**src/ppo_pkg.sv**
```systemverilog
// shared constants and types of the port pin override block
// assumes a single clock domain and an avalon-mm register slave
package ppo_pkg;

  // register bus geometry
  localparam int ADDR_W = 5;
  localparam int DATA_W = 32;

  // register byte offsets
  localparam logic [4:0] OFF_DIR = 5'h00;
  localparam logic [4:0] OFF_OUTVAL = 5'h04;
  localparam logic [4:0] OFF_INPUT = 5'h08;
  localparam logic [4:0] OFF_CTRL = 5'h0C;
  localparam logic [4:0] OFF_EXT_SEL = 5'h10;
  localparam logic [4:0] OFF_EXT_EN = 5'h14;
  localparam logic [4:0] OFF_EXT_EDGE = 5'h18;
  localparam logic [4:0] OFF_EXT_FLAG = 5'h1C;

  // field positions in the control register
  localparam int CTRL_GPUD_BIT = 0;

  // reset values
  localparam logic [7:0] RST_DIR = 8'h00;
  localparam logic [7:0] RST_OUTVAL = 8'h00;
  localparam logic [7:0] RST_EXT = 8'h00;
  localparam logic RST_GPUD = 1'b0;

  // pin input synchroniser depth
  localparam int SYNC_STAGES = 3;

  // override bundle that an alternate function drives for one pin
  typedef struct packed {
    logic pullup_override_en;
    logic pullup_override_val;
    logic dir_override_en;
    logic dir_override_val;
    logic value_override_en;
    logic value_override_val;
    logic toggle_override_en;
    logic input_en_override_en;
    logic input_en_override_val;
  } ppo_ovr_t;

  // pad drive bundle for one pin
  typedef struct packed {
    logic oe;
    logic out;
    logic pullup_en;
  } ppo_pad_t;

  // bus handshake states, gray along idle -> ack
  typedef enum logic [1:0] {
    BUS_IDLE = 2'b00,
    BUS_ACK = 2'b01
  } ppo_bus_state_t;

endpackage

```
**src/ppo_pin_cell.sv**
```systemverilog
// override logic of one pin: pull-up, driver enable, value, input enable
// assumes register bits and overrides come from ref_clk logic
`timescale 1ns/1ns
module ppo_pin_cell (
  input wire logic ref_clk,
  input wire logic reset_n,
  input wire logic dir_bit,
  input wire logic outval_bit,
  input wire logic global_pullup_disable,
  input wire logic sleep_clamp,
  input wire logic ext_int_active,
  input wire ppo_pkg::ppo_ovr_t ovr,
  output logic input_en,
  output ppo_pkg::ppo_pad_t pad
);

  ppo_pkg::ppo_pad_t pad_ff;
  ppo_pkg::ppo_pad_t nxt_pad;

  // digital input enable with sleep clamp and overrides
  always_comb begin
    if (ovr.input_en_override_en) begin
      input_en = ovr.input_en_override_val;
    end else begin
      input_en = !(sleep_clamp && !ext_int_active);
    end
  end

  // next pad drive from register bits and overrides
  always_comb begin
    nxt_pad = '0;
    if (ovr.dir_override_en) begin
      nxt_pad.oe = ovr.dir_override_val;
    end else begin
      nxt_pad.oe = dir_bit;
    end
    if (ovr.value_override_en) begin
      nxt_pad.out = ovr.value_override_val;
    end else begin
      nxt_pad.out = outval_bit;
    end
    if (ovr.pullup_override_en) begin
      nxt_pad.pullup_en = ovr.pullup_override_val;
    end else begin
      nxt_pad.pullup_en = ({dir_bit, outval_bit, global_pullup_disable} == 3'b010);
    end
  end

  // pad drive register, tri-stated without pull-up during reset
  always_ff @(posedge ref_clk or negedge reset_n) begin
    if (!reset_n) begin
      pad_ff <= '0;
    end else begin
      pad_ff <= nxt_pad;
    end
  end

  assign pad = pad_ff;

endmodule

```
**src/ppo_pin_sync.sv**
```systemverilog
// three-stage synchroniser for one pad input with agreement filter
// assumes the input is asynchronous to ref_clk
`timescale 1ns/1ns
module ppo_pin_sync (
  input wire logic ref_clk,
  input wire logic reset_n,
  input wire logic async_in,
  output logic sync_out
);

  logic s1_ff;
  logic s2_ff;
  logic s3_ff;
  logic sync_out_ff;

  // chain of three flops, first read only by the second
  always_ff @(posedge ref_clk or negedge reset_n) begin
    if (!reset_n) begin
      s1_ff <= 1'b0;
      s2_ff <= 1'b0;
      s3_ff <= 1'b0;
    end else begin
      s1_ff <= async_in;
      s2_ff <= s1_ff;
      s3_ff <= s2_ff;
    end
  end

  // accept a new level only once stages two and three agree
  always_ff @(posedge ref_clk or negedge reset_n) begin
    if (!reset_n) begin
      sync_out_ff <= 1'b0;
    end else if (s2_ff == s3_ff) begin
      sync_out_ff <= s3_ff;
    end
  end

  assign sync_out = sync_out_ff;

endmodule

```
**src/ppo_port.sv**
```systemverilog
// top of the port pin override block: avalon-mm registers, per-pin
// override cells, input clamp and synchronisers, external interrupt flags
// assumes sleep_clamp and override bundles come from ref_clk logic and
// pad_in comes straight from the pads
//
// Added by the designer: the address map and the Avalon-MM register port.
`timescale 1ns/1ns

// Overview of operation
// - clamp digital input low while sleep clamp asserted
// - enabled external interrupt pins escape the clamp
// - edge-sense interrupt pin high sets flag on wake
// - all pull-ups off while reset active
// - pull-up override enable selects override value
// - otherwise pull-up on when dir,val,disable = 010
// - direction override enable selects override value
// - otherwise driver enable follows direction bit
// - value override drives pin when enabled
// - otherwise pin driven from output-value bit
// - toggle override inverts output-value bit
// - input-enable override selects override value
// - otherwise input enable from sleep state
// - raw input after clamp goes to alternate functions
// - analog link wired straight to pad
// - direction one is output, zero is input
// - writing one to input register toggles output value
// - global pull-up disable kills normal pull-ups
// - pin level passes synchroniser before input register
module ppo_port #(
  parameter int NPINS = 8,
  parameter logic [7:0] ALT_PRESENT = 8'hFF
) (
  input wire logic ref_clk,
  input wire logic reset_n,
  input wire logic [4:0] avs_address,
  input wire logic avs_read,
  input wire logic avs_write,
  input wire logic [31:0] avs_writedata,
  input wire logic [3:0] avs_byteenable,
  output logic [31:0] avs_readdata,
  output logic avs_waitrequest,
  input wire logic sleep_clamp,
  input wire ppo_pkg::ppo_ovr_t [NPINS-1:0] alt_ovr,
  input wire logic [NPINS-1:0] pad_in,
  output logic [NPINS-1:0] pad_out,
  output logic [NPINS-1:0] pad_oe,
  output logic [NPINS-1:0] pad_pullup_en,
  output logic [NPINS-1:0] raw_digital_in,
  output logic [NPINS-1:0] analog_pad_link_in,
  input wire logic [NPINS-1:0] analog_pad_link_out,
  input wire logic [NPINS-1:0] analog_pad_link_oe,
  output logic [NPINS-1:0] pad_analog_out,
  output logic [NPINS-1:0] pad_analog_oe
);

  // refuse widths that do not fit the low byte lane
  if (NPINS < 1 || NPINS > 8) begin : g_bad_npins
    $error("NPINS must lie between 1 and 8");
  end

  // address match, used by both write and read decode
  function automatic logic addr_hit(input logic [4:0] addr, input logic [4:0] off);
    addr_hit = (addr == off);
  endfunction

  ppo_pkg::ppo_bus_state_t bus_state_ff;
  ppo_pkg::ppo_bus_state_t nxt_bus_state;
  logic waitrequest_ff;
  logic [31:0] readdata_ff;
  logic [31:0] nxt_readdata;
  logic wr_take;

  logic [NPINS-1:0] dir_ff;
  logic [NPINS-1:0] outval_ff;
  logic [NPINS-1:0] nxt_outval;
  logic gpud_ff;
  logic [NPINS-1:0] ext_sel_ff;
  logic [NPINS-1:0] ext_en_ff;
  logic [NPINS-1:0] ext_edge_ff;
  logic [NPINS-1:0] ext_flag_ff;
  logic [NPINS-1:0] nxt_ext_flag;

  logic [NPINS-1:0] pin_sync;
  logic [NPINS-1:0] pin_prev_ff;
  logic [NPINS-1:0] input_en;
  logic [NPINS-1:0] ext_int_active;
  logic [NPINS-1:0] toggle_req;
  logic [NPINS-1:0] wdata_pins;
  logic [NPINS-1:0] pad_out_w;
  logic [NPINS-1:0] pad_oe_w;
  logic [NPINS-1:0] pad_pu_w;
  ppo_pkg::ppo_ovr_t [NPINS-1:0] ovr_eff;

  assign wdata_pins = avs_writedata[NPINS-1:0];

  // bus handshake: one wait cycle, then accept with waitrequest low
  always_comb begin
    nxt_bus_state = ppo_pkg::BUS_IDLE;
    case (bus_state_ff)
      ppo_pkg::BUS_IDLE: begin
        if (avs_read || avs_write) begin
          nxt_bus_state = ppo_pkg::BUS_ACK;
        end
      end
      ppo_pkg::BUS_ACK: begin
        nxt_bus_state = ppo_pkg::BUS_IDLE;
      end
      default: begin
        nxt_bus_state = ppo_pkg::BUS_IDLE;
      end
    endcase
  end

  // bus state and registered waitrequest
  always_ff @(posedge ref_clk or negedge reset_n) begin
    if (!reset_n) begin
      bus_state_ff <= ppo_pkg::BUS_IDLE;
      waitrequest_ff <= 1'b1;
    end else begin
      bus_state_ff <= nxt_bus_state;
      waitrequest_ff <= (nxt_bus_state != ppo_pkg::BUS_ACK);
    end
  end

  // a write with byte lane 0 enabled takes effect on the edge where waitrequest is sampled low
  assign wr_take = avs_write && !waitrequest_ff && avs_byteenable[0];

  // read mux, unmapped offsets read zero
  always_comb begin
    nxt_readdata = 32'h0000_0000;
    if (addr_hit(avs_address, ppo_pkg::OFF_DIR)) begin
      nxt_readdata[NPINS-1:0] = dir_ff;
    end else if (addr_hit(avs_address, ppo_pkg::OFF_OUTVAL)) begin
      nxt_readdata[NPINS-1:0] = outval_ff;
    end else if (addr_hit(avs_address, ppo_pkg::OFF_INPUT)) begin
      nxt_readdata[NPINS-1:0] = pin_sync;
    end else if (addr_hit(avs_address, ppo_pkg::OFF_CTRL)) begin
      nxt_readdata[ppo_pkg::CTRL_GPUD_BIT] = gpud_ff;
    end else if (addr_hit(avs_address, ppo_pkg::OFF_EXT_SEL)) begin
      nxt_readdata[NPINS-1:0] = ext_sel_ff;
    end else if (addr_hit(avs_address, ppo_pkg::OFF_EXT_EN)) begin
      nxt_readdata[NPINS-1:0] = ext_en_ff;
    end else if (addr_hit(avs_address, ppo_pkg::OFF_EXT_EDGE)) begin
      nxt_readdata[NPINS-1:0] = ext_edge_ff;
    end else if (addr_hit(avs_address, ppo_pkg::OFF_EXT_FLAG)) begin
      nxt_readdata[NPINS-1:0] = ext_flag_ff;
    end
  end

  // read data captured while the request waits, stands at the accept edge
  always_ff @(posedge ref_clk or negedge reset_n) begin
    if (!reset_n) begin
      readdata_ff <= 32'h0000_0000;
    end else if (avs_read && waitrequest_ff) begin
      readdata_ff <= nxt_readdata;
    end
  end

  // direction register
  always_ff @(posedge ref_clk or negedge reset_n) begin
    if (!reset_n) begin
      dir_ff <= ppo_pkg::RST_DIR[NPINS-1:0];
    end else if (wr_take && addr_hit(avs_address, ppo_pkg::OFF_DIR)) begin
      dir_ff <= wdata_pins;
    end
  end

  // toggle sources: input-register write of ones and toggle override
  always_comb begin
    toggle_req = '0;
    if (wr_take && addr_hit(avs_address, ppo_pkg::OFF_INPUT)) begin
      toggle_req = wdata_pins;
    end
    for (int i = 0; i < NPINS; i++) begin
      toggle_req[i] = toggle_req[i] ^ ovr_eff[i].toggle_override_en;
    end
  end

  // output-value register: write first, then any toggle applied
  always_comb begin
    nxt_outval = outval_ff;
    if (wr_take && addr_hit(avs_address, ppo_pkg::OFF_OUTVAL)) begin
      nxt_outval = wdata_pins;
    end
    nxt_outval = nxt_outval ^ toggle_req;
  end

  always_ff @(posedge ref_clk or negedge reset_n) begin
    if (!reset_n) begin
      outval_ff <= ppo_pkg::RST_OUTVAL[NPINS-1:0];
    end else begin
      outval_ff <= nxt_outval;
    end
  end

  // control register holding the global pull-up disable
  always_ff @(posedge ref_clk or negedge reset_n) begin
    if (!reset_n) begin
      gpud_ff <= ppo_pkg::RST_GPUD;
    end else if (wr_take && addr_hit(avs_address, ppo_pkg::OFF_CTRL)) begin
      gpud_ff <= avs_writedata[ppo_pkg::CTRL_GPUD_BIT];
    end
  end

  // external interrupt configuration registers
  always_ff @(posedge ref_clk or negedge reset_n) begin
    if (!reset_n) begin
      ext_sel_ff <= ppo_pkg::RST_EXT[NPINS-1:0];
      ext_en_ff <= ppo_pkg::RST_EXT[NPINS-1:0];
      ext_edge_ff <= ppo_pkg::RST_EXT[NPINS-1:0];
    end else if (wr_take) begin
      if (addr_hit(avs_address, ppo_pkg::OFF_EXT_SEL)) begin
        ext_sel_ff <= wdata_pins;
      end else if (addr_hit(avs_address, ppo_pkg::OFF_EXT_EN)) begin
        ext_en_ff <= wdata_pins;
      end else if (addr_hit(avs_address, ppo_pkg::OFF_EXT_EDGE)) begin
        ext_edge_ff <= wdata_pins;
      end
    end
  end

  // besides input-enable overrides, only enabled external interrupt pins escape the sleep clamp
  assign ext_int_active = ext_sel_ff & ext_en_ff;

  // pins without an alternate function see all overrides low
  always_comb begin
    for (int i = 0; i < NPINS; i++) begin
      ovr_eff[i] = ALT_PRESENT[i] ? alt_ovr[i] : '0;
    end
  end

  // per-pin cells, clamp gate, synchroniser and analog pass-through
  for (genvar g = 0; g < NPINS; g++) begin : g_pin
    ppo_pkg::ppo_pad_t pad_w;

    ppo_pin_cell u_cell (
      .ref_clk(ref_clk),
      .reset_n(reset_n),
      .dir_bit(dir_ff[g]),
      .outval_bit(outval_ff[g]),
      .global_pullup_disable(gpud_ff),
      .sleep_clamp(sleep_clamp),
      .ext_int_active(ext_int_active[g]),
      .ovr(ovr_eff[g]),
      .input_en(input_en[g]),
      .pad(pad_w)
    );

    assign pad_oe_w[g] = pad_w.oe;
    assign pad_out_w[g] = pad_w.out;
    assign pad_pu_w[g] = pad_w.pullup_en;

    // clamp to ground ahead of the schmitt stage
    assign raw_digital_in[g] = pad_in[g] & input_en[g];

    ppo_pin_sync u_sync (
      .ref_clk(ref_clk),
      .reset_n(reset_n),
      .async_in(raw_digital_in[g]),
      .sync_out(pin_sync[g])
    );

    // analog link bypasses all digital circuitry
    assign analog_pad_link_in[g] = pad_in[g];
    assign pad_analog_out[g] = analog_pad_link_out[g];
    assign pad_analog_oe[g] = analog_pad_link_oe[g];
  end

  // previous synchronised level for change detection
  always_ff @(posedge ref_clk or negedge reset_n) begin
    if (!reset_n) begin
      pin_prev_ff <= '0;
    end else begin
      pin_prev_ff <= pin_sync;
    end
  end

  // edge-sense pins flag any change, even with the request disabled,
  // so the clamp release on wake sets the flag; set wins over clear
  always_comb begin
    nxt_ext_flag = ext_flag_ff;
    if (wr_take && addr_hit(avs_address, ppo_pkg::OFF_EXT_FLAG)) begin
      nxt_ext_flag = ext_flag_ff & ~wdata_pins;
    end
    nxt_ext_flag = nxt_ext_flag | (ext_sel_ff & ext_edge_ff & (pin_sync ^ pin_prev_ff));
  end

  always_ff @(posedge ref_clk or negedge reset_n) begin
    if (!reset_n) begin
      ext_flag_ff <= '0;
    end else begin
      ext_flag_ff <= nxt_ext_flag;
    end
  end

  assign avs_readdata = readdata_ff;
  assign avs_waitrequest = waitrequest_ff;
  assign pad_out = pad_out_w;
  assign pad_oe = pad_oe_w;
  assign pad_pullup_en = pad_pu_w;

endmodule

```
**config.mk**
```make
export PLATFORM = sky130hd
export DESIGN_NAME = ppo_port
export DESIGN_NICKNAME = d
export VERILOG_FILES = /design/src/ppo_pkg.sv /design/src/ppo_pin_cell.sv /design/src/ppo_pin_sync.sv /design/src/ppo_port.sv
export SDC_FILE = /design/constraint.sdc
export NUM_CORES = 1
export LEC_CHECK = 0
export BUFFER_PORTS_ARGS = -buffer_cell sky130_fd_sc_hd__buf_2
export CAP_MARGIN = 20
export CORE_ASPECT_RATIO = 0.6
export CORE_MARGIN = 5
export CORE_UTILIZATION = 44
export DETAILED_ROUTE_END_ITERATION = 16
export PLACE_DENSITY = 0.75
export RECOVER_POWER = 50
export SYNTH_ARGS = -nofsm -noshare
export SYNTH_HDL_FRONTEND = slang
export SYNTH_SLANG_ARGS = --single-unit
```
**constraint.sdc**
```tcl
create_clock -name ref_clk -period 1.85 [get_ports ref_clk]
set_clock_uncertainty 0.1 [all_clocks]
set_input_delay 0.0925 -clock ref_clk [delete_from_list [all_inputs] [get_ports ref_clk]]
set_output_delay 0.0925 -clock ref_clk [all_outputs]
set_load 0.05 [all_outputs]
```
==> impl_summary.txt, run 1 <==
----------------------------------------------------
[Floorplan]
  Number of top-level pins ... 231
  Die X ... about 160 um
  Placement Rows ... 32
  Die Y ... between 90 and 100 um
  Die ar. ... 15,700 um2
  Initial standard-cell utilization of the core ... 0.450
  Area inside the core boundary ... 12,900 um2

[Route]
  Initial DRT Pass Iterations ... 5
  Per-cell routed wire length ... around 18 um
  Number of vias per cell ... approximately 5.2
  Number of vias after detailed routing ... 4,729
  Number of design-rule violations left by the first detailed-router iteration ... ~290
  Antenna Violating Nets Remaining ... 0
  Post-detailed-route DRC marker count ... 0
  Drt total wl ... roughly 17 mm

[Logic synthesis]
  Mux cell area share after synthesis ... 0.121
  FF+latch count, synth ... 123
  Number of flops mapped to enable cells by yosys ... 0
  Most used flip-flop cell after synthesis ... sky130_fd_sc_hd__dfrtp_1
  Cell count after synthesis ... around 500
  Xor/xnor cell area share of the yosys netlist ... 0.0241
  Portion of the post-synthesis area used by sequential elements ... 0.531
  Mean Syn Cell Area ... between 10 and 15 um2
  Share of flip-flops with an asynchronous set or reset ... 1.00
  Share of synthesized cell area in full adder, half adder and majority cells ... 0.0138
  Simple logic cell fraction of the synthesized area ... 0.117
  Mapped Area ... just under 6000 um2
  Share of the synthesized area in compound gates (AO/OA/AOI/OAI) ... 0.0968
  Netlist cell types ... 44
  Main combinational cell family by area after synthesis ... multiplexers
  Count of synthesis-stage warnings from yosys ... 0

[CTS]
  Cts hold-fix bufs ... 84
  Clock Pin Slew Worst Setup and Hold Paths ... roughly 0.05 ns
  TritonCTS clock tree ... done
  Post-CTS resize count ... 0
  Total CTS buffers ... 17
  Sinks on Clock Net ... between 100 and 150
  Clock latency of the later-clocked register in the worst-skew pair ... approximately 0.41 ns
  Count of H-tree levels built during CTS ... 4
  Maximum count of clock buffers along a single path ... 2
  Setup Buffers After CTS ... 0
  Clock root buffer ... sky130_fd_sc_hd__clkbuf_16

[Worst setup path]
  Startpoint of the most critical setup path ... gpud_ff
  Worst path cell trace ... buf_4 -> o41ai_1 -> dlygate4sd3_1
  Crit Path Class ... register to register
  Worst r2r dst ... g_pin[7].u_cell.pad[0]
  Highest-delay cell along the critical path ... sky130_fd_sc_hd__dlygate4sd3_1
  Critical path peak fanout ... 9
  Source of the worst register-to-register timing path ... gpud_ff
  Internal reg-to-reg setup slack ... approximately 0.063 ns
  Bufs and invs on worst path ... 2
  Highest cell delay on the worst timing path ... about 0.60 ns
  Top Family by Delay on Critical Path ... buffers and inverters
  Crit path arrival time ... approximately 2.0 ns
  Type of origin of the critical path ... register
  Crit end category ... register
  Worst-case reg-to-reg path depth ... 3
  Critical path required time ... between 2 and 2.5 ns

[Layout]
  Total of fill cells in the finished design ... between 1,000 and 1,500
  Ratio of cells with drive above 1 in the final layout ... 0.360
  Total area of multi-input combinational cells ... ~2300 um2
  Net count, final ... 865
  Commonest cells after routing, fill and taps aside ... sky130_fd_sc_hd__buf_2, sky130_fd_sc_hd__dfrtp_1, sky130_fd_sc_hd__dlygate4sd3_1
  Flip-flop and latch area ... approximately 3000 um2
  Final design utilization ... 0.618
  # diodes ... 0
  Most common cell after layout, fill and taps aside ... sky130_fd_sc_hd__buf_2
  P&R area growth vs syn ... 37.3%

[STA]
  Final worst-path setup slack ... about 0.063 ns
  Unrepaired setup endpoints after global routing ... no
  Maximum operating frequency ... 560 MHz
  Hold violation total from the final report ... 0
  Transition time at the pin with the least slew margin ... just over 1 ns
  Aggregate negative setup slack ... 0 ns
  Final period util ... 0.966
  Setup violators final ... 0
  Slew HR ... 0.308
  Final slew viol count ... 0
  Final Critical Period ... ~1.8 ns
  WHS ... roughly 0.070 ns

[Worst hold path]
  Tightest Hold Check Type ... input port to register
  Worst hold path endpoint ... avs_readdata[5]
  Hold Path Cell Cnt ... 4
  Start point of the worst min-delay path ... avs_address[0]

[Global routing]
  All-Layer GR Usage ... 0.212
  Global routing met2 resource utilization ... 0.340
  First-pass GRT wire length ... 25.9 mm
  Sum of overflow across all layers after global routing ... 0
  Pin count of the biggest net entering global routing ... 52
  Via count of the first global-routing pass ... about 5,000
  Met1 track demand over resource in global routing ... 0.280
  GRT busiest layer ... met2
  Met3 track demand over resource ... 0.0689
  Number of antenna violations at the first check in global routing ... 1

[Placed design]
  Count of input and output buffers ... 147
  Total half-perimeter wirelength after legalization and detailed placement ... between 10 and 15 mm
  Final weighted congestion of routability-driven global placement ... 0.866
  Dpl ws ... 0.0139 ns

[Power]
  Total power consumption of the routed design ... between 8000 and 9000 uW
  Pwr per Cell Area ... roughly 1000 nW/um2
  Maximum ir drop on the vdd rail ... between 600 and 700 uV
  Leakage component of the power ... between 0.003 and 0.004 uW

[Outcome]
  Result of the run ... finished clean

[Run]
  Max Cap Violations ... 0

----------------------------------------------------
==> synth_stat cells, drive strengths merged (10+ instances only) <==
master  instances  area [um2]
dfrtp         122        3050
buf            66         479
mux2           52         586
nand2          38         143
o21ai          34         170
nor2b          17         106
nand4          16         100
xor2           16         140
nor2           13        58.8
a32o           12         120
inv            12        45.0
o22ai          10        62.6
==> report_power, final <==
group          internal, uW  leakage, uW  total, uW  switching [uW]
sequential             2990      0.00160       3250             250
combinational           701      0.00200       1800            1100
clock                  2160     0.000274       3310            1150
total                  5860      0.00387       8350            2500
==> flip-flops by register name, summed over array words and instances, names as in the netlist <==
signal / flops
avs_readdata: 8
avs_waitrequest: 1
bus_state_ff: 1
dir_ff: 8
ext_edge_ff: 8
ext_en_ff: 8
ext_flag_ff: 8
ext_sel_ff: 8
g_pin.u_cell.pad: 24
g_pin.u_sync.s1_ff: 8
g_pin.u_sync.s2_ff: 8
g_pin.u_sync.s3_ff: 8
g_pin.u_sync.sync_out: 8
gpud_ff: 1
outval_ff: 8
pin_prev_ff: 8
==> cell type report <==
class / instances / share of cell area
Clock buffer: 22 / 0.0583
Clock inverter: 7 / 0.0148
Inverter: 12 / 0.00566
Multi-Input combinational cell: 314 / 0.287
Sequential cell: 123 / 0.387
Tap cell: 170 / 0.0267
Timing Repair Buffer: 255 / 0.221
==> worst reg2reg max path, stage by stage, from the launching register on <==
cell	delay [ns]
sky130_fd_sc_hd__dfrtp_1	0.39
sky130_fd_sc_hd__buf_4	0.20
sky130_fd_sc_hd__o41ai_1	0.42
sky130_fd_sc_hd__dlygate4sd3_1	0.61
==> cells by family (layout without fill, tap and decap cells) <==
family / after synthesis / after routing
flops: 123 / 123
fa+ha+maj: 8 / 8
other cells: 1 / 24
mux: 60 / 60
simple gates: 122 / 122
compound gates: 84 / 84
xor+xnor: 16 / 16
buf+inv: 87 / 296
==> per-layer routing <==
metal,wire length [um],vias to the layer above
met1,6890,2303
met4,175,2
li1,-,2160
met5,7,-
met2,7760,239
met3,1690,25
==> worst max-delay path by stage <==
stage | end | slack [ns] | cells after the start
after floorplan | ext_en_ff[1] | -0.02 | 5
after CTS | ext_en_ff[1] | 0.08 | 5
after detailed placement | outval_ff[7] | 0.01 | 5
after global routing | g_pin[7].u_cell.pad[0] | 0.02 | 3
final | g_pin[7].u_cell.pad[0] | 0.06 | 3
after global placement | ext_en_ff[4] | 0.14 | 5
==> metrics by stage <==
stage / instances / instance area, um2
finish: 903 / 7970
global route: 903 / 7970
detailed placement: 790 / 6560
floorplan: 524 / 5920
CTS: 903 / 7990
global placement: 790 / 6560
(Power assumes the default switching activity.)
==> run 2: changes to the inputs <==
--- a/config.mk
+++ b/config.mk
@@ -5,13 +5,14 @@
 export SDC_FILE = /design/constraint.sdc
 export NUM_CORES = 1
 export LEC_CHECK = 0
+export ABC_AREA = 1
 export BUFFER_PORTS_ARGS = -buffer_cell sky130_fd_sc_hd__buf_2
 export CAP_MARGIN = 20
 export CORE_ASPECT_RATIO = 0.6
 export CORE_MARGIN = 5
-export CORE_UTILIZATION = 44
+export CORE_UTILIZATION = 40
 export DETAILED_ROUTE_END_ITERATION = 16
-export PLACE_DENSITY = 0.75
+export PLACE_DENSITY = 0.7
 export RECOVER_POWER = 50
 export SYNTH_ARGS = -nofsm -noshare
 export SYNTH_HDL_FRONTEND = slang
==> impl_summary.txt, run 2 <==
----------------------------------------------------
[Outcome]
  Result of the run ... finished clean

[CTS]
  Maximum count of clock buffers along a single path ... 2
  Count of H-tree levels built during CTS ... 4
  TritonCTS clock tree ... done
  Total CTS buffers ... 17
  Sinks on Clock Net ... about 120
  Clock latency of the later-clocked register in the worst-skew pair ... between 0.4 and 0.5 ns
  Clock Pin Slew Worst Setup and Hold Paths ... ~0.060 ns
  Clock root buffer ... sky130_fd_sc_hd__clkbuf_16

[Layout]
  Ratio of cells with drive above 1 in the final layout ... 0.262
  Net count, final ... between 900 and 1,000
  Most common cell after layout, fill and taps aside ... sky130_fd_sc_hd__nand2_1
  Post-route design area ... ~8000 um2
  Max FFs per register ... 24
  Final design utilization ... 0.556
  Commonest cells after routing, fill and taps aside ... sky130_fd_sc_hd__nand2_1, sky130_fd_sc_hd__buf_2, sky130_fd_sc_hd__dfrtp_1
  Total of fill cells in the finished design ... about 1,300
  P&R area growth vs syn ... 37.3%

[Worst setup path]
  Bufs and invs on worst path ... 4
  Worst path cell trace ... dlygate4sd3_1 -> buf_2 -> nand2_1 -> dlygate4sd3_1 -> o21ai_0 -> dlygate4sd3_1
  Type of origin of the critical path ... input port
  Worst-case reg-to-reg path depth ... 2
  Stages on the worst setup path ... 6
  Crit path arrival time ... just under 2 ns
  Crit end category ... register
  Startpoint of the most critical setup path ... alt_ovr[3]
  Critical path required time ... slightly above 2 ns
  Highest cell delay on the worst timing path ... 0.55 ns
  CP dominant cell by count ... sky130_fd_sc_hd__dlygate4sd3_1
  Top Family by Delay on Critical Path ... buffers and inverters
  Highest-delay cell along the critical path ... sky130_fd_sc_hd__dlygate4sd3_1
  Source of the worst register-to-register timing path ... gpud_ff
  Critical path peak fanout ... 1
  Crit Path Class ... input port to register

[Logic synthesis]
  Cell count after synthesis ... approximately 630
  Mapped Area ... 5810 um2
  FF+latch count, synth ... between 100 and 150
  Mean Syn Cell Area ... ~9.2 um2
  Top cell type's share of synthesized area ... 0.526
  Count of synthesis-stage warnings from yosys ... 0
  Portion of the post-synthesis area used by sequential elements ... 0.530
  Number of flops mapped to enable cells by yosys ... 0
  Main area contributors after synthesis ... sky130_fd_sc_hd__dfrtp_1, sky130_fd_sc_hd__nand2_1, sky130_fd_sc_hd__buf_4
  Most frequently used cell type in the post-synthesis netlist ... sky130_fd_sc_hd__nand2_1
  Cell type with the highest aggregate area in the netlist ... sky130_fd_sc_hd__dfrtp_1
  Share of flip-flops with an asynchronous set or reset ... 1.00
  Netlist cell types ... 31
  Most used flip-flop cell after synthesis ... sky130_fd_sc_hd__dfrtp_1
  Top cell types by occurrence after synthesis ... sky130_fd_sc_hd__nand2_1, sky130_fd_sc_hd__dfrtp_1, sky130_fd_sc_hd__o21ai_0

[Route]
  Post-detailed-route DRC marker count ... 0
  Number of design-rule violations left by the first detailed-router iteration ... 336
  Drt total wl ... roughly 16 mm
  Per-cell routed wire length ... about 15 um
  Number of vias after detailed routing ... slightly above 5,000
  Initial DRT Pass Iterations ... 5
  Number of vias per cell ... 4.78
  Antenna Violating Nets Remaining ... 0

[STA]
  WHS ... about 0.0044 ns
  Transition time at the pin with the least slew margin ... between 1 and 1.5 ns
  Slew HR ... 0.309
  Final slew viol count ... 0
  Hold violation total from the final report ... 0
  Unrepaired setup endpoints after global routing ... no
  Final period util ... 0.961
  Final worst-path setup slack ... just over 0.07 ns
  Maximum operating frequency ... between 500 and 600 MHz
  Setup violators final ... 0
  Aggregate negative setup slack ... 0 ns
  Final Critical Period ... roughly 1.8 ns

[Floorplan]
  Area inside the core boundary ... approximately 14,000 um2
  Number of top-level pins ... approximately 230
  Initial standard-cell utilization of the core ... 0.405
  Die X ... between 150 and 200 um
  Placement Rows ... 34
  Die ar. ... around 17,000 um2
  Die Y ... between 100 and 150 um

[Global routing]
  Sum of overflow across all layers after global routing ... 0
  Pin count of the biggest net entering global routing ... 57
  All-Layer GR Usage ... 0.191
  First-pass GRT wire length ... around 25 mm
  Number of antenna violations at the first check in global routing ... 2
  Via count of the first global-routing pass ... a little under 5,000

[Placed design]
  Final weighted congestion of routability-driven global placement ... between 0.8 and 0.9
  Post-placement cell area ... 6500 um2
  Dpl ws ... between 0.15 and 0.2 ns
  Count of input and output buffers ... 147
  Total half-perimeter wirelength after legalization and detailed placement ... roughly 11 mm

[Power]
  Maximum ir drop on the vdd rail ... 504 uV
  Pwr per Cell Area ... between 1000 and 1500 nW/um2
  Leakage component of the power ... between 0.004 and 0.005 uW

[Worst hold path]
  Tightest Hold Check Type ... input port to async pin

[Run]
  Max Cap Violations ... 0

----------------------------------------------------
-- run 2: cell types whose count changed after synthesis, sizes merged, moves of 17 or more --
cell   before  now
inv        12   49
mux2       52    0
nand2      38  166
nand3       9   32
nor2b      17    0
o21ai      34   94
-- run 2: power breakdown --
part           leakage [uW]  total, uW  switching, uW  internal (uW)
registers           0.00157       3110            181           2930
clock network      0.000309       3640           1250           2390
logic               0.00216       1360            895            460
total               0.00404       8110           2330           5780
-- run 2: worst paths after layout --
path / to / slack, ns
setup reg to reg: g_pin[4].u_cell.pad[0] / 0.08
hold / removal: g_pin[3].u_sync.sync_out / 0.004
setup / recovery: g_pin[0].u_cell.pad[1] / 0.07
max in group asynchronous: g_pin[7].u_sync.sync_out / 0.33
hold reg to reg: g_pin[4].u_sync.s2_ff / 0.24
min in group ref_clk: avs_readdata[3] / 0.08
-- run 2: stage by stage --
| step | power [uW] | std cells |
|---|---|---|
| global route | 8430 | 1062 |
| floorplan | 4070 | 655 |
| CTS | 8150 | 1060 |
| finish | 8110 | 1062 |
| global placement | 4310 | 943 |
| detailed placement | 4330 | 943 |
-- run 2: kinds of logic after synthesis --
kind of cell | count (synthesis) | synth area share
adders and majority gates | 8 | 0.0138
DFF | 123 | 0.530
other | 1 | 0.000646
AOI/OAI and AO/OA | 129 | 0.125
buffers and inverters | 119 | 0.119
and+or+nand+nor | 252 | 0.211
-- run 2: layout make-up --
type                       count  area [um2]  area share
multi-input combinational    413        2120       0.266
tap                          198         248      0.0311
clock buffer                  17         425      0.0534
clock inverter                15         223      0.0279
antenna                        2        5.00    0.000628
timing repair buffer         245        1680       0.211
sequential                   123        3080       0.386
inverter                      49         189      0.0237
-- run 2: layer usage --
metal  vias up  global-route usage  part of all wire
met1      2425               0.270              0.48
met4         0              0.0653             0.011
met5         -                   0                 0
met3        20              0.0451             0.061
li1       2475                   -                 -
met2       155               0.293              0.45
-- run 2: repair_timing --
item | in CTS | in global routing
setup buffers | 0 | 0
hold endpoints to repair | 178 | 0
gates resized for setup | 0 | 0
hold buffers | 85 | 0
endpoints found under the setup margin | 0 | 0
==> run 3: changes to the inputs <==
--- a/config.mk
+++ b/config.mk
@@ -5,7 +5,6 @@
 export SDC_FILE = /design/constraint.sdc
 export NUM_CORES = 1
 export LEC_CHECK = 0
-export ABC_AREA = 1
 export BUFFER_PORTS_ARGS = -buffer_cell sky130_fd_sc_hd__buf_2
 export CAP_MARGIN = 20
 export CORE_ASPECT_RATIO = 0.6
==> impl_summary.txt, run 3 (synthesized netlist as in run 1, its figures left out) <==
----------------------------------------------------
[Global routing]
  First-pass GRT wire length ... 25.4 mm
  All-Layer GR Usage ... 0.195
  Via count of the first global-routing pass ... ~4,800
  Sum of overflow across all layers after global routing ... 0
  Pin count of the biggest net entering global routing ... 45
  Number of antenna violations at the first check in global routing ... 0

[Power]
  Leakage component of the power ... 0.00385 uW
  Pwr per Cell Area ... 1030 nW/um2
  Maximum ir drop on the vdd rail ... between 500 and 600 uV
  Total power consumption of the routed design ... 8230 uW

[Layout]
  Most common cell after layout, fill and taps aside ... sky130_fd_sc_hd__buf_2
  Total of fill cells in the finished design ... roughly 1,200
  P&R area growth vs syn ... 37.8%
  Max FFs per register ... 24
  Net count, final ... approximately 870
  Commonest cells after routing, fill and taps aside ... sky130_fd_sc_hd__buf_2, sky130_fd_sc_hd__dfrtp_1, sky130_fd_sc_hd__dlygate4sd3_1
  # diodes ... 0
  Ratio of cells with drive above 1 in the final layout ... 0.365

[Worst setup path]
  Type of origin of the critical path ... register
  Crit end category ... register
  Worst path cell trace ... and3b_1 -> nand3_4 -> nor3_4 -> buf_4 -> mux2_2
  Crit path arrival time ... between 1.5 and 2 ns
  Critical path required time ... 2.04 ns
  Highest-delay cell along the critical path ... sky130_fd_sc_hd__dfstp_2
  Highest cell delay on the worst timing path ... between 0.3 and 0.4 ns
  Crit Path Class ... register to register
  Worst-case reg-to-reg path depth ... 5
  Critical path peak fanout ... 6

[CTS]
  Sinks on Clock Net ... 123
  Count of H-tree levels built during CTS ... 4
  Clock Pin Slew Worst Setup and Hold Paths ... 0.06 ns
  Total CTS buffers ... 17
  Clock latency of the later-clocked register in the worst-skew pair ... 0.42 ns
  Setup Buffers After CTS ... 0
  Maximum count of clock buffers along a single path ... 2
  TritonCTS clock tree ... done
  Clock root buffer ... sky130_fd_sc_hd__clkbuf_16

[Placed design]
  Total half-perimeter wirelength after legalization and detailed placement ... 11.6 mm
  Final weighted congestion of routability-driven global placement ... between 0.8 and 0.9
  Count of input and output buffers ... 147

[Route]
  Drt total wl ... roughly 17 mm
  Initial DRT Pass Iterations ... 4
  Antenna Violating Nets Remaining ... 0
  Number of vias after detailed routing ... 4,698
  Per-cell routed wire length ... approximately 18 um
  Number of vias per cell ... 5.03
  Number of design-rule violations left by the first detailed-router iteration ... roughly 250
  Post-detailed-route DRC marker count ... 0

[STA]
  Slew HR ... 0.434
  Transition time at the pin with the least slew margin ... between 0.8 and 0.9 ns
  Final Critical Period ... ~1.8 ns
  Final period util ... 0.950
  Maximum operating frequency ... 569 MHz
  WHS ... roughly 0.062 ns
  Final slew viol count ... 0
  Unrepaired setup endpoints after global routing ... no
  Hold violation total from the final report ... 0
  Setup violators final ... 0

[Floorplan]
  Area inside the core boundary ... approximately 14,000 um2
  Die Y ... around 100 um
  Number of top-level pins ... between 200 and 250
  Die X ... ~170 um
  Initial standard-cell utilization of the core ... 0.405
  Die ar. ... around 17,000 um2
  Placement Rows ... 34

[Run]
  Max Cap Violations ... 0

[Outcome]
  Result of the run ... finished clean

[Worst hold path]
  Hold Path Cell Cnt ... 4
  Tightest Hold Check Type ... input port to register

----------------------------------------------------
==> run 3: cell types whose count changed in the layout (fill, tap and decap cells not counted), moves of 16 or more <==
cell / change
sky130_fd_sc_hd__xor2_1: +16
sky130_fd_sc_hd__inv_1: -33
sky130_fd_sc_hd__o21ai_0: -44
sky130_fd_sc_hd__mux2_2: +52
sky130_fd_sc_hd__nand3_1: -24
sky130_fd_sc_hd__nand2_1: -119
sky130_fd_sc_hd__nor2b_1: +17
==> run 3: routing by layer <==
| metal | share of wire | GRT usage | up-vias |
|---|---|---|---|
| li1 | - | - | 2164 |
| met1 | 0.45 | 0.264 | 2339 |
| met2 | 0.47 | 0.315 | 184 |
| met3 | 0.074 | 0.0566 | 11 |
| met4 | 0.0041 | 0.0437 | 0 |
| met5 | 0 | 0 | - |
==> run 3: critical path, delay by kind of cell, from the launching register on <==
family,cells,cell delay (ns)
and+or+nand+nor,3,0.62
muxes,1,0.34
DFF,1,0.39
buffers and inverters,1,0.18
==> run 3: final cells by class <==
cell class,instances,area (um2),share of cell area
inverter,12,45.0,0.00563
clock inverter,15,141,0.0177
multi-input combinational,314,2280,0.285
tap,198,248,0.0310
clock buffer,17,425,0.0532
sequential,123,3080,0.385
timing repair buffer,255,1780,0.222
==> run 3: repair_timing <==
item,CTS,global route
endpoints found under the hold margin,206,0
hold buffers,84,0
gates resized for setup,0,1
setup endpoints to repair,0,1
==> run 3: metrics by stage <==
stage | area [um2] | TNS [ns] | util | instances | setup WS (ns)
4_1_cts | 8030 | 0 | 0.560 | 934 | 0.0904
6_report | 8000 | 0 | 0.558 | 934 | 0.0916
3_3_place_gp | 6620 | 0 | 0.462 | 818 | 0.123
5_1_grt | 8000 | 0 | 0.558 | 934 | 0.0214
2_1_floorplan | 5920 | -0.178 | - | 524 | -0.0223
3_5_place_dp | 6620 | 0 | 0.462 | 818 | 0.0566
==> run 3: report_power, final <==
| group | leakage (uW) | switching [uW] | internal (uW) |
|---|---|---|---|
| logic | 0.00200 | 1090 | 702 |
| clock network | 0.000259 | 1320 | 1870 |
| registers | 0.00160 | 250 | 2990 |
==> run 3: final timing paths <==
path / end / slack, ns / start
setup reg to reg: ext_en_ff[3] / 0.09 / avs_waitrequest
max in group asynchronous: ext_edge_ff[5] / 0.26 / reset_n
setup / recovery: ext_en_ff[3] / 0.09 / avs_waitrequest
hold reg to reg: g_pin[5].u_sync.s2_ff / 0.25 / g_pin[5].u_sync.s1_ff
hold / removal: avs_readdata[0] / 0.06 / avs_address[0]
min in group asynchronous: ext_sel_ff[3] / 0.23 / reset_n
